## config.mk

```make
export PLATFORM = sky130hd
export DESIGN_NAME = static_memory_bus_interface
export DESIGN_NICKNAME = d
export VERILOG_FILES = /design/src/smc_clock_out.v /design/src/static_memory_bus_interface.v
export VERILOG_INCLUDE_DIRS = /design/src
export SDC_FILE = /design/constraint.sdc
export NUM_CORES = 1
export LEC_CHECK = 0
export BUFFER_PORTS_ARGS = -buffer_cell sky130_fd_sc_hd__buf_4
export CAP_MARGIN = 20
export CORE_UTILIZATION = 40
export CTS_BUF_LIST = sky130_fd_sc_hd__clkbuf_8
export DETAILED_ROUTE_END_ITERATION = 8
export GPL_ROUTABILITY_DRIVEN = 0
export GPL_TIMING_DRIVEN = 0
export SETUP_SLACK_MARGIN = 0.4
export SLEW_MARGIN = 20
export SYNTH_ARGS = -nofsm -noshare
export SYNTH_HDL_FRONTEND = slang
export SYNTH_SLANG_ARGS = --single-unit
export TNS_END_PERCENT = 50
```

## constraint.sdc

```tcl
create_clock -name ref_clk_in -period 3.3 [get_ports ref_clk_in]
set_input_delay 0.66 -clock ref_clk_in [delete_from_list [all_inputs] [get_ports ref_clk_in]]
set_output_delay 0.66 -clock ref_clk_in [all_outputs]
set_load 0.02 [all_outputs]
```

## src/smc_map.vh

```
`ifndef SMC_MAP_VH
`define SMC_MAP_VH
// bank width field codes
`define WIDTH_8 2'b00
`define WIDTH_16 2'b01
`define WIDTH_32 2'b10
// per-bank config word layout
`define CFG_READ_WAIT_HI 9
`define CFG_READ_WAIT_LO 5
`define CFG_READ_LANE_BIT 10
`define CFG_WRITE_WAIT_HI 15
`define CFG_WRITE_WAIT_LO 11
`define CFG_WIDTH_HI 29
`define CFG_WIDTH_LO 28
// pin function select two: low address pin selects
`define PSEL_ADDR0_BIT 24
`define PSEL_ADDR1_BIT 23
// fixed phase lengths in core cycles
`define READ_EXTRA_CYCLES 6'h02
`define WRITE_HOLD_EXTRA 6'h01
// reset values
`define CFG_RESET 32'h0000FBEF
`define ADDR_RESET 24'h000000
`endif

```

## src/smc_clock_out.v

```verilog
`timescale 1ns/1ps
`include "smc_map.vh"
// -----------------------------------------------------------------
// external bus clock generator
// -----------------------------------------------------------------
module smc_clock_out
(
    input wire ref_clk_in,
    input wire rst_n_in,
    input wire enable_in,
    output reg bus_clk_out
);
    // half-rate toggle; a flop cannot follow the core clock at full rate,
    // so the reference runs at half the core rate, low while disabled
    always @(posedge ref_clk_in or negedge rst_n_in)
    begin
        if (!rst_n_in)
            bus_clk_out <= 1'b0;
        else if (enable_in)
            bus_clk_out <= ~bus_clk_out;
        else
            bus_clk_out <= 1'b0;
    end
endmodule

```

## src/static_memory_bus_interface.v

```verilog
`timescale 1ns/1ps
`include "smc_map.vh"
// Operation
// - read lane setting chosen to suit parts
// - bank width decides which low address bits matter
// - optional bus clock output from core clock
// - first read after bank change starts early
// - non-final burst writes hold data longer
// - read lane setting drives lane selects polarity
// - width codes: 8, 16, 32 bit, reserved
// - read length equals read wait plus three
// - write: setup, wait plus one, hold
module static_memory_bus_interface
#(
    parameter ADDR_W = 24
)
(
    input wire ref_clk_in,
    input wire rst_n_in,
    input wire [31:0] bank_config_register_in,
    input wire [31:0] pin_function_select_two_in,
    input wire bus_clk_enable_in,
    input wire req_in,
    input wire req_write_in,
    input wire [1:0] req_bank_in,
    input wire [ADDR_W-1:0] req_addr_in,
    input wire [1:0] req_size_in,
    input wire [31:0] req_wdata_in,
    input wire req_more_writes_in,
    input wire [31:0] mem_rdata_in,
    output reg busy_out,
    output reg done_out,
    output reg [31:0] rdata_out,
    output reg [ADDR_W-1:0] mem_addr_out,
    output reg [3:0] chip_select_n_out,
    output reg output_enable_n_out,
    output reg write_enable_n_out,
    output reg [3:0] byte_lane_select_lines_n_out,
    output reg [31:0] mem_wdata_out,
    output reg mem_wdata_oe_out,
    output reg address_bit_zero_is_addr_out,
    output reg address_bit_one_is_addr_out,
    output wire external_bus_clock_out
);
    // -------------------------------------------------------------
    // state encoding
    // -------------------------------------------------------------
    localparam ST_IDLE = 3'b000;
    localparam ST_RSETUP = 3'b001;
    localparam ST_READ = 3'b010;
    localparam ST_WSETUP = 3'b011;
    localparam ST_WSTROBE = 3'b100;
    localparam ST_WHOLD = 3'b101;
    localparam ST_NEXT = 3'b110;

    // bytes carried per external access for a width code
    function [2:0] bytes_per_beat;
        input [1:0] width;
        begin
            case (width)
                `WIDTH_8: bytes_per_beat = 3'h1;
                `WIDTH_16: bytes_per_beat = 3'h2;
                default: bytes_per_beat = 3'h4; // reserved code treated as 32-bit
            endcase
        end
    endfunction

    // active-low lane enables for one beat of a write
    function [3:0] lane_mask_n;
        input [1:0] width;
        input [1:0] lane;
        begin
            case (width)
                `WIDTH_8: lane_mask_n = 4'hE;
                `WIDTH_16: lane_mask_n = 4'hC;
                default: lane_mask_n = ~(4'hF >> (3'h4 - {1'b0, lane}));
            endcase
        end
    endfunction

    // -------------------------------------------------------------
    // state registers
    // -------------------------------------------------------------
    reg [2:0] state_reg; // controller phase
    reg [5:0] count_reg; // cycles left in phase, wide enough for read wait plus two
    reg [2:0] bytes_left_reg; // bytes still to move
    reg [2:0] byte_pos_reg; // byte offset into internal word
    reg [1:0] last_bank_reg; // bank of previous access
    reg bank_valid_reg; // a bank has been used
    reg write_run_reg; // more writes follow this one
    reg [31:0] rshift_reg; // assembled read data
    reg [31:0] wword_reg; // held write word
    reg [1:0] width_reg; // latched bank width
    reg [4:0] rwait_reg; // latched read wait
    reg [4:0] wwait_reg; // latched write wait
    reg lane_read_reg; // latched read lane setting
    reg [1:0] cur_bank_reg; // bank of current access
    reg [1:0] size_reg; // latched transfer size code

    wire [1:0] cfg_width = bank_config_register_in[`CFG_WIDTH_HI:`CFG_WIDTH_LO];
    wire [2:0] beat_bytes = bytes_per_beat(width_reg);
    wire [2:0] req_bytes = (req_size_in == 2'b00) ? 3'h1 : ((req_size_in == 2'b01) ? 3'h2 : 3'h4);

    // -------------------------------------------------------------
    // pin function selects and bus clock
    // -------------------------------------------------------------
    // registered so outputs come from flops
    always @(posedge ref_clk_in or negedge rst_n_in)
    begin
        if (!rst_n_in)
        begin
            address_bit_zero_is_addr_out <= 1'b0;
            address_bit_one_is_addr_out <= 1'b0;
        end
        else
        begin
            address_bit_zero_is_addr_out <= pin_function_select_two_in[`PSEL_ADDR0_BIT];
            address_bit_one_is_addr_out <= pin_function_select_two_in[`PSEL_ADDR1_BIT];
        end
    end

    // bus clock helper; the generated clock is used as a timing reference only
    smc_clock_out clock_gen
    (
        .ref_clk_in(ref_clk_in),
        .rst_n_in(rst_n_in),
        .enable_in(bus_clk_enable_in),
        .bus_clk_out(external_bus_clock_out)
    );

    // -------------------------------------------------------------
    // access sequencer
    // -------------------------------------------------------------
    always @(posedge ref_clk_in or negedge rst_n_in)
    begin
        if (!rst_n_in)
        begin
            state_reg <= ST_IDLE;
            count_reg <= 6'h00;
            bytes_left_reg <= 3'h0;
            byte_pos_reg <= 3'h0;
            last_bank_reg <= 2'b00;
            bank_valid_reg <= 1'b0;
            write_run_reg <= 1'b0;
            rshift_reg <= 32'h00000000;
            wword_reg <= 32'h00000000;
            width_reg <= `WIDTH_32;
            rwait_reg <= 5'h00;
            wwait_reg <= 5'h00;
            lane_read_reg <= 1'b0;
            cur_bank_reg <= 2'b00;
            size_reg <= 2'b00;
            busy_out <= 1'b0;
            done_out <= 1'b0;
            rdata_out <= 32'h00000000;
            mem_addr_out <= `ADDR_RESET;
            chip_select_n_out <= 4'hF;
            output_enable_n_out <= 1'b1;
            write_enable_n_out <= 1'b1;
            byte_lane_select_lines_n_out <= 4'hF;
            mem_wdata_out <= 32'h00000000;
            mem_wdata_oe_out <= 1'b0;
        end
        else
        begin
            done_out <= 1'b0;
            case (state_reg)
                ST_IDLE:
                begin
                    chip_select_n_out <= 4'hF;
                    output_enable_n_out <= 1'b1;
                    write_enable_n_out <= 1'b1;
                    byte_lane_select_lines_n_out <= 4'hF;
                    mem_wdata_oe_out <= 1'b0;
                    if (req_in)
                    begin
                        busy_out <= 1'b1;
                        width_reg <= cfg_width;
                        rwait_reg <= bank_config_register_in[`CFG_READ_WAIT_HI:`CFG_READ_WAIT_LO];
                        wwait_reg <= bank_config_register_in[`CFG_WRITE_WAIT_HI:`CFG_WRITE_WAIT_LO];
                        lane_read_reg <= bank_config_register_in[`CFG_READ_LANE_BIT];
                        cur_bank_reg <= req_bank_in;
                        size_reg <= req_size_in;
                        bytes_left_reg <= req_bytes;
                        byte_pos_reg <= 3'h0;
                        wword_reg <= req_wdata_in;
                        rshift_reg <= 32'h00000000;
                        write_run_reg <= req_write_in & req_more_writes_in;
                        if (!req_write_in && (~bank_valid_reg | (last_bank_reg != req_bank_in)))
                        begin
                            chip_select_n_out <= ~(4'h1 << req_bank_in);
                            output_enable_n_out <= 1'b0;
                            byte_lane_select_lines_n_out <= {4{~bank_config_register_in[`CFG_READ_LANE_BIT]}};
                        end
                        last_bank_reg <= req_bank_in;
                        bank_valid_reg <= 1'b1;
                        // low bits dropped for wide banks, kept for 8-bit
                        case (cfg_width)
                            `WIDTH_8: mem_addr_out <= req_addr_in;
                            `WIDTH_16: mem_addr_out <= {req_addr_in[ADDR_W-1:1], 1'b0};
                            default: mem_addr_out <= {req_addr_in[ADDR_W-1:2], 2'b00};
                        endcase
                        state_reg <= req_write_in ? ST_WSETUP : ST_RSETUP;
                    end
                end
                ST_RSETUP:
                begin
                    // ordinary read drops select here; a fresh bank did so at accept, same end
                    chip_select_n_out <= ~(4'h1 << cur_bank_reg);
                    output_enable_n_out <= 1'b0;
                    byte_lane_select_lines_n_out <= lane_read_reg ? 4'h0 : 4'hF;
                    count_reg <= {1'b0, rwait_reg} + `READ_EXTRA_CYCLES;
                    state_reg <= ST_READ;
                end
                ST_READ:
                begin
                    if (count_reg != 6'h00)
                        count_reg <= count_reg - 6'h01;
                    else
                    begin
                        // sample at end of full read length only
                        case (width_reg)
                            `WIDTH_8: rshift_reg <= rshift_reg | ({24'h000000, mem_rdata_in[7:0]} << {byte_pos_reg, 3'b000});
                            `WIDTH_16: rshift_reg <= rshift_reg | ({16'h0000, mem_rdata_in[15:0]} << {byte_pos_reg, 3'b000});
                            default: rshift_reg <= mem_rdata_in;
                        endcase
                        chip_select_n_out <= 4'hF;
                        output_enable_n_out <= 1'b1;
                        byte_lane_select_lines_n_out <= 4'hF;
                        state_reg <= ST_NEXT;
                    end
                end
                ST_WSETUP:
                begin
                    // setup: address valid, strobes high
                    chip_select_n_out <= 4'hF;
                    write_enable_n_out <= 1'b1;
                    byte_lane_select_lines_n_out <= 4'hF;
                    mem_wdata_out <= wword_reg >> {byte_pos_reg, 3'b000};
                    mem_wdata_oe_out <= 1'b1;
                    count_reg <= {1'b0, wwait_reg}; // wait plus one strobe cycles
                    state_reg <= ST_WSTROBE;
                end
                ST_WSTROBE:
                begin
                    chip_select_n_out <= ~(4'h1 << cur_bank_reg);
                    write_enable_n_out <= 1'b0;
                    byte_lane_select_lines_n_out <= (bytes_left_reg < beat_bytes) ?
                        lane_mask_n(width_reg, bytes_left_reg[1:0]) : lane_mask_n(width_reg, 2'b00);
                    if (count_reg != 6'h00)
                        count_reg <= count_reg - 6'h01;
                    else
                    begin
                        // hold cycle, longer inside a write run
                        count_reg <= write_run_reg ? `WRITE_HOLD_EXTRA : 6'h00;
                        state_reg <= ST_WHOLD;
                    end
                end
                ST_WHOLD:
                begin
                    write_enable_n_out <= 1'b1;
                    byte_lane_select_lines_n_out <= 4'hF; // only select low here
                    if (count_reg != 6'h00)
                        count_reg <= count_reg - 6'h01;
                    else
                        state_reg <= ST_NEXT;
                end
                ST_NEXT:
                begin
                    chip_select_n_out <= 4'hF;
                    write_enable_n_out <= 1'b1;
                    if (bytes_left_reg > beat_bytes)
                    begin
                        // split wide access into next narrow bank address
                        bytes_left_reg <= bytes_left_reg - beat_bytes;
                        byte_pos_reg <= byte_pos_reg + beat_bytes;
                        mem_addr_out <= mem_addr_out + {{(ADDR_W-3){1'b0}}, beat_bytes};
                        state_reg <= mem_wdata_oe_out ? ST_WSETUP : ST_RSETUP;
                    end
                    else
                    begin
                        rdata_out <= rshift_reg;
                        done_out <= 1'b1;
                        busy_out <= 1'b0;
                        mem_wdata_oe_out <= 1'b0;
                        state_reg <= ST_IDLE;
                    end
                end
                default:
                    state_reg <= ST_IDLE;
            endcase
        end
    end
endmodule

```

==> results of run 1 <==
[metrics by stage]
stage / cells / setup WS [ps] / util / cell area (µm²)
after global placement: 1589 / -559 / 0.493 / 12100
after floorplan: 1049 / 467 / - / 10000
after detailed placement: 1591 / -620 / 0.496 / 12100
final: 1633 / 496 / 0.522 / 12800
after CTS: 1626 / 368 / 0.517 / 12700
after global routing: 1633 / 405 / 0.522 / 12800
[cells in the mapped netlist, types with 5 or more instances]
master      n
inv_1      25
nand4_1     5
o22a_1      8
nand2b_1    5
o21ai_0    80
a311oi_1    9
dfstp_2    11
nor3_1     11
nand3_1    22
o31ai_1    14
a21oi_1    78
mux2i_1    21
buf_4       7
mux2_2     35
buf_2      26
clkbuf_1   36
and3_1      5
dfrtp_1   189
a31oi_1    15
o22ai_1     8
a22oi_1    12
a211o_1    16
nor2_1     54
a21oi_2     7
nor3b_1     5
nor2b_1    15
o211ai_1    6
a22o_1     24
a32o_1      8
ha_1       12
nand2_1   209
[critical path, cell delays in order (launching register included)]
cell	delay [ps]
dfstp_2	380
buf_6	130
buf_8	140
buf_8	120
nor2_4	150
ha_4	150
inv_1	50
fa_2	400
nand2b_4	160
a2111oi_4	430
buf_6	190
buf_4	120
nor2_1	30
o21ai_0	130
o21ai_0	100
[area by class of cell]
class / instances / share of cell area
tap: 324 / 0.0317
buffer: 72 / 0.0309
inverter: 29 / 0.00891
clock inverter: 14 / 0.0141
multi-input combinational: 748 / 0.364
timing repair buffer: 228 / 0.138
sequential: 200 / 0.393
clock buffer: 18 / 0.0194
[kinds of logic after synthesis]
family | count (synthesis) | synth area share
muxes | 56 | 0.0602
and+or+nand+nor | 356 | 0.160
buffers and inverters | 101 | 0.0444
DFF | 200 | 0.500
xor gates and xnor gates | 6 | 0.00523
adders and majority gates | 15 | 0.0209
AOI/OAI and AO/OA | 315 | 0.209
[repair_timing]
action | in CTS | in global routing
cloned | 0 | 1
gates resized for setup | 26 | 19
hold buffers | 0 | 0
endpoints found under the setup margin | 67 | 32
pin swaps | 2 | 5
setup buffers | 3 | 6
[final timing paths]
path                                                                    end                            start  slack [ps]  cells past startpoint
worst max-delay path                           mem_addr_out[12]$_DFFE_PN0P_         width_reg[1]$_DFFE_PN1P_         500                     14
worst min register to register              clock_gen.bus_clk_out$_DFF_PN0_  clock_gen.bus_clk_out$_DFF_PN0_         440                      1
min in group ref_clk_in               address_bit_one_is_addr_out$_DFF_PN0_   pin_function_select_two_in[23]         270                      1
worst max register to register                 mem_addr_out[12]$_DFFE_PN0P_         width_reg[1]$_DFFE_PN1P_         500                     14
worst min-delay path                          mem_wdata_out[30]$_DFFE_PN0P_                         rst_n_in          50                      1
max in group asynchronous       byte_lane_select_lines_n_out[2]$_DFFE_PN1P_                         rst_n_in        2430                      2
[where the power goes]
part | switching [mW] | internal, mW
registers | 0.823 | 3.39
logic | 3.53 | 2.54
clock network | 1.06 | 0.619
[layer usage]
metal	vias up	track usage	routed length, µm
met5	-	0	0
met4	0	0.0506	353
met3	24	0.0405	1700
met2	269	0.384	14600
met1	4415	0.352	14700
li1	4246	-	-
==> results.cfg, run 1 <==
[power_and_ir_drop]
ir_drop_v = 0.000472
cellPowerDensity_nw_per_um2 = 936
report.power.total_mw = 12.0
total_leakage_power_nw = 6.09

[logic_synthesis]
ys_seq_area_frac = 0.500
synth_edf_count = 0
synth_ff_type = dfrtp_1
avgSynthCellArea_um2 = 9.57
yosysTopAreaCell = dfrtp_1
synth_top_area_frac = 0.471
synthCells = 1049
yosys_warnings = 0
synthTopCellsByArea = dfrtp_1, nand2_1, o21ai_0
ys_types = 71
synth_area_um2 = 10000
ys_ff_latch = 200
synth_nets = 1226
async_flop_share = 1.00

[global_route]
gr-usage-all-layers = 0.244
grt-ovfl-total = 0
grt_pass1_wl_um = 48600
grt_pass1_vias = 8689
grt_max_degree = 78
antenna_found_initial = 0

[placement]
numPortBuffers = 216
place_hpwl_um = 23300

[outcome]
status = complete, no violations

[final_layout]
syn2layout_area_growth_pct = 27.3
seqCellArea_um2 = 5020
final_common_cell = buf_4
n_antenna_cell = 0
multi_input_area_um2 = 4650
layout.filler_cells = 2386
final_cell_mix = buf_4, nand2_1, dfrtp_1
layout-drive-gt1-share = 0.293
fin_nets = 1473

[routing]
drcViolationCount = 0
firstDrtPassIters = 5
wl_per_cell_um = 19.2
vias = 8954
final_antenna_net_count = 0
drt_iter0_markers = 576
finalWirelength_um = 31300
via_per_inst = 5.48

[timing]
max_freq_mhz = 357
finClkSkew_ps = 32.6
rsz0062_at_grt = false
finalCritPeriodShare = 0.850
maxSlewHeadroom = 0.491
finalCriticalPeriod_ps = 2800
holdWs_ps = 52.5
finalMaxSlewViolations = 0
worst_pin_slew_ps = 758
setup_tns_ps = 0
timing.final.hold_violations = 0
setup_violations = 0

[clock_network]
cts_buffers = 17
clkLatencyLatePin_ps = 500
tritoncts = done
clock-sinks = 200
clk_path_buf_depth = 2
h-tree-depth = 4
cts_root_buf = clkbuf_8
path_clk_slew_ps = 140

[die]
core_area_um2 = 24500
die_area_um2 = 25700
std_cell_rows = 57
fp.dieH_um = 160
die-width_um = 160
start_util = 0.410
io_pins = 266

[worst_setup_path]
critPathMaxFanout = 8
crit_path_end_kind = register
cp.arrival_ps = 3190
crit_type = register to register
startpoint_type = register
worst_ep_required_time_ps = 3680

[min_path]
hold_class = input pin to async pin

[run]
cap_violations = 0
No activity file was read; power rests on OpenSTA's default activity.
==> inputs of run 2 (changes only) <==
PLACE_DENSITY = 0.66   (was default)
clock period = 2.3 ns   (was 3.3 ns; I/O delays follow)
==> results.cfg, run 2 (synthesis results as in run 1) <==
[power_and_ir_drop]
switching_share = 0.442
cellPowerDensity_nw_per_um2 = 1380
p_sw_mw = 8.37
comb_power_share = 0.553
intPower_mw = 10.6
seq_power_share = 0.323
clockPowerShare = 0.125
report.power.total_mw = 18.9
ir_drop_v = 0.000487
total_leakage_power_nw = 6.46

[placement]
placed_cell_area_um2 = 12300
place_inst = 1591
dp_slack_ps = -609
place_hpwl_um = 23200
numPortBuffers = 216

[clock_network]
cts_root_buf = clkbuf_8
clock-sinks = 200
h-tree-depth = 4
clkLatencyLatePin_ps = 480
clk_path_buf_depth = 2
cts_buffers = 17
tritoncts = done
path_clk_slew_ps = 120

[timing]
setup_tns_ps = -13870
fin_ws_ps = -316
finalMaxSlewViolations = 0
worst_pin_slew_ps = 693
setup_violations = 64
maxSlewHeadroom = 0.538
finClkSkew_ps = 20.4
finalCritPeriodShare = 1.14
rsz0062_at_grt = true
timing.final.hold_violations = 0
max_freq_mhz = 382
holdWs_ps = 77.2
finalCriticalPeriod_ps = 2620

[global_route]
grt_pass1_vias = 9128
grt_pass1_wl_um = 51000
antenna_found_initial = 0
gr-usage-all-layers = 0.254
grt-ovfl-total = 0
grt_max_degree = 94

[routing]
wl_per_cell_um = 19.6
vias = 9386
firstDrtPassIters = 8
drcViolationCount = 0
drt_iter0_markers = 711
final_antenna_net_count = 0
via_per_inst = 5.62
finalWirelength_um = 32700

[die]
io_pins = 266
start_util = 0.410
core_area_um2 = 24500
std_cell_rows = 57
die_area_um2 = 25700
fp.dieH_um = 160
die-width_um = 160

[worst_setup_path]
r2r-start = width_reg[1]$_DFFE_PN1P_
startpoint_type = register
startpoint = width_reg[1]$_DFFE_PN1P_
crit_path_end_kind = register
worst_ep_required_time_ps = 2720
r2r_setup_slack_ps = -320
timing.rr.end = mem_addr_out[22]$_DFFE_PN0P_
crit_end = mem_addr_out[22]$_DFFE_PN0P_
cp.arrival_ps = 3030
crit_type = register to register
rr_worst_depth = 13
critPathMaxFanout = 5

[min_path]
hold_path_depth = 1
hold_class = input pin to register

[final_layout]
n_antenna_cell = 0
fin_nets = 1509
layout-drive-gt1-share = 0.351
final_cell_mix = buf_4, nand2_1, dfrtp_1
stdcell_count = 1669
syn2layout_area_growth_pct = 36.2
finish.instance_area_um2 = 13700
final_common_cell = buf_4
fin_util = 0.559

[outcome]
violations = negative setup slack
status = complete, but fails checks

[run]
cap_violations = 0
==> run 2: changes by cell type in the layout (fill, tap and decap cells not counted), sizes merged <==
cell,change
dlygate4sd3,+1
inv,-1
buf,+33
clkbuf,+1
clkdlybuf4s15,+1
clkinvlp,+1
==> run 2: cell type report <==
cell class                      count  area [µm²]
Inverter                           29         114
Multi-Input combinational cell    748        4930
Buffer                             72         582
Clock inverter                     14         166
Clock buffer                       18         248
Tap cell                          324         405
Sequential cell                   200        5020
Fill cell                        2195       10800
Timing Repair Buffer              264        2210
==> run 2: worst max-delay path, stage by stage (launching register included) <==
cell       delay [ps]
dfstp_2           380
buf_8             110
clkbuf_16         140
clkbuf_16         140
nor2_4            140
ha_4              160
inv_2              30
fa_2              350
nand2b_4          160
a2111oi_4         370
buf_6             190
nand4_1           110
a21oi_2           170
a2bb2oi_2         130
==> run 2: timing repair <==
action | in CTS | in global routing
hold endpoints to repair | 28 | 0
gates cloned | 8 | 2
setup buffers | 29 | 6
pin swaps | 22 | 14
hold buffers | 1 | 0
resized for setup | 102 | 61
endpoints found under the setup margin | 165 | 173
==> run 2: layer usage <==
metal / up-vias / routed length [µm] / share of wire / global-route usage
met5: - / 0 / 0 / 0
met4: 0 / 617 / 0.019 / 0.0662
met3: 55 / 2340 / 0.071 / 0.0421
met2: 419 / 15300 / 0.47 / 0.404
met1: 4588 / 14500 / 0.44 / 0.360
li1: 4324 / - / - / -
==> run 2: how the worst min path moves through the flow <==
stage	from	end	slack, ps
3_3_place_gp	clock_gen.bus_clk_out$_DFF_PN0_	clock_gen.bus_clk_out$_DFF_PN0_	420
2_1_floorplan	rst_n_in	address_bit_one_is_addr_out$_DFF_PN0_	160
6_report	pin_function_select_two_in[24]	address_bit_zero_is_addr_out$_DFF_PN0_	80
4_1_cts	pin_function_select_two_in[24]	address_bit_zero_is_addr_out$_DFF_PN0_	50
5_1_grt	pin_function_select_two_in[23]	address_bit_one_is_addr_out$_DFF_PN0_	50
3_5_place_dp	rst_n_in	mem_wdata_out[29]$_DFFE_PN0P_	340
==> run 2: power groups by stage <==
stage | clock network [mW] | logic, mW | registers [mW]
4_1_cts | 2.40 | 9.92 | 6.06
6_report | 2.36 | 10.5 | 6.11
3_3_place_gp | 0 | 8.33 | 6.09
2_1_floorplan | 0 | 5.02 | 6.49
3_5_place_dp | 0 | 8.50 | 6.11
5_1_grt | 2.53 | 11.3 | 6.26
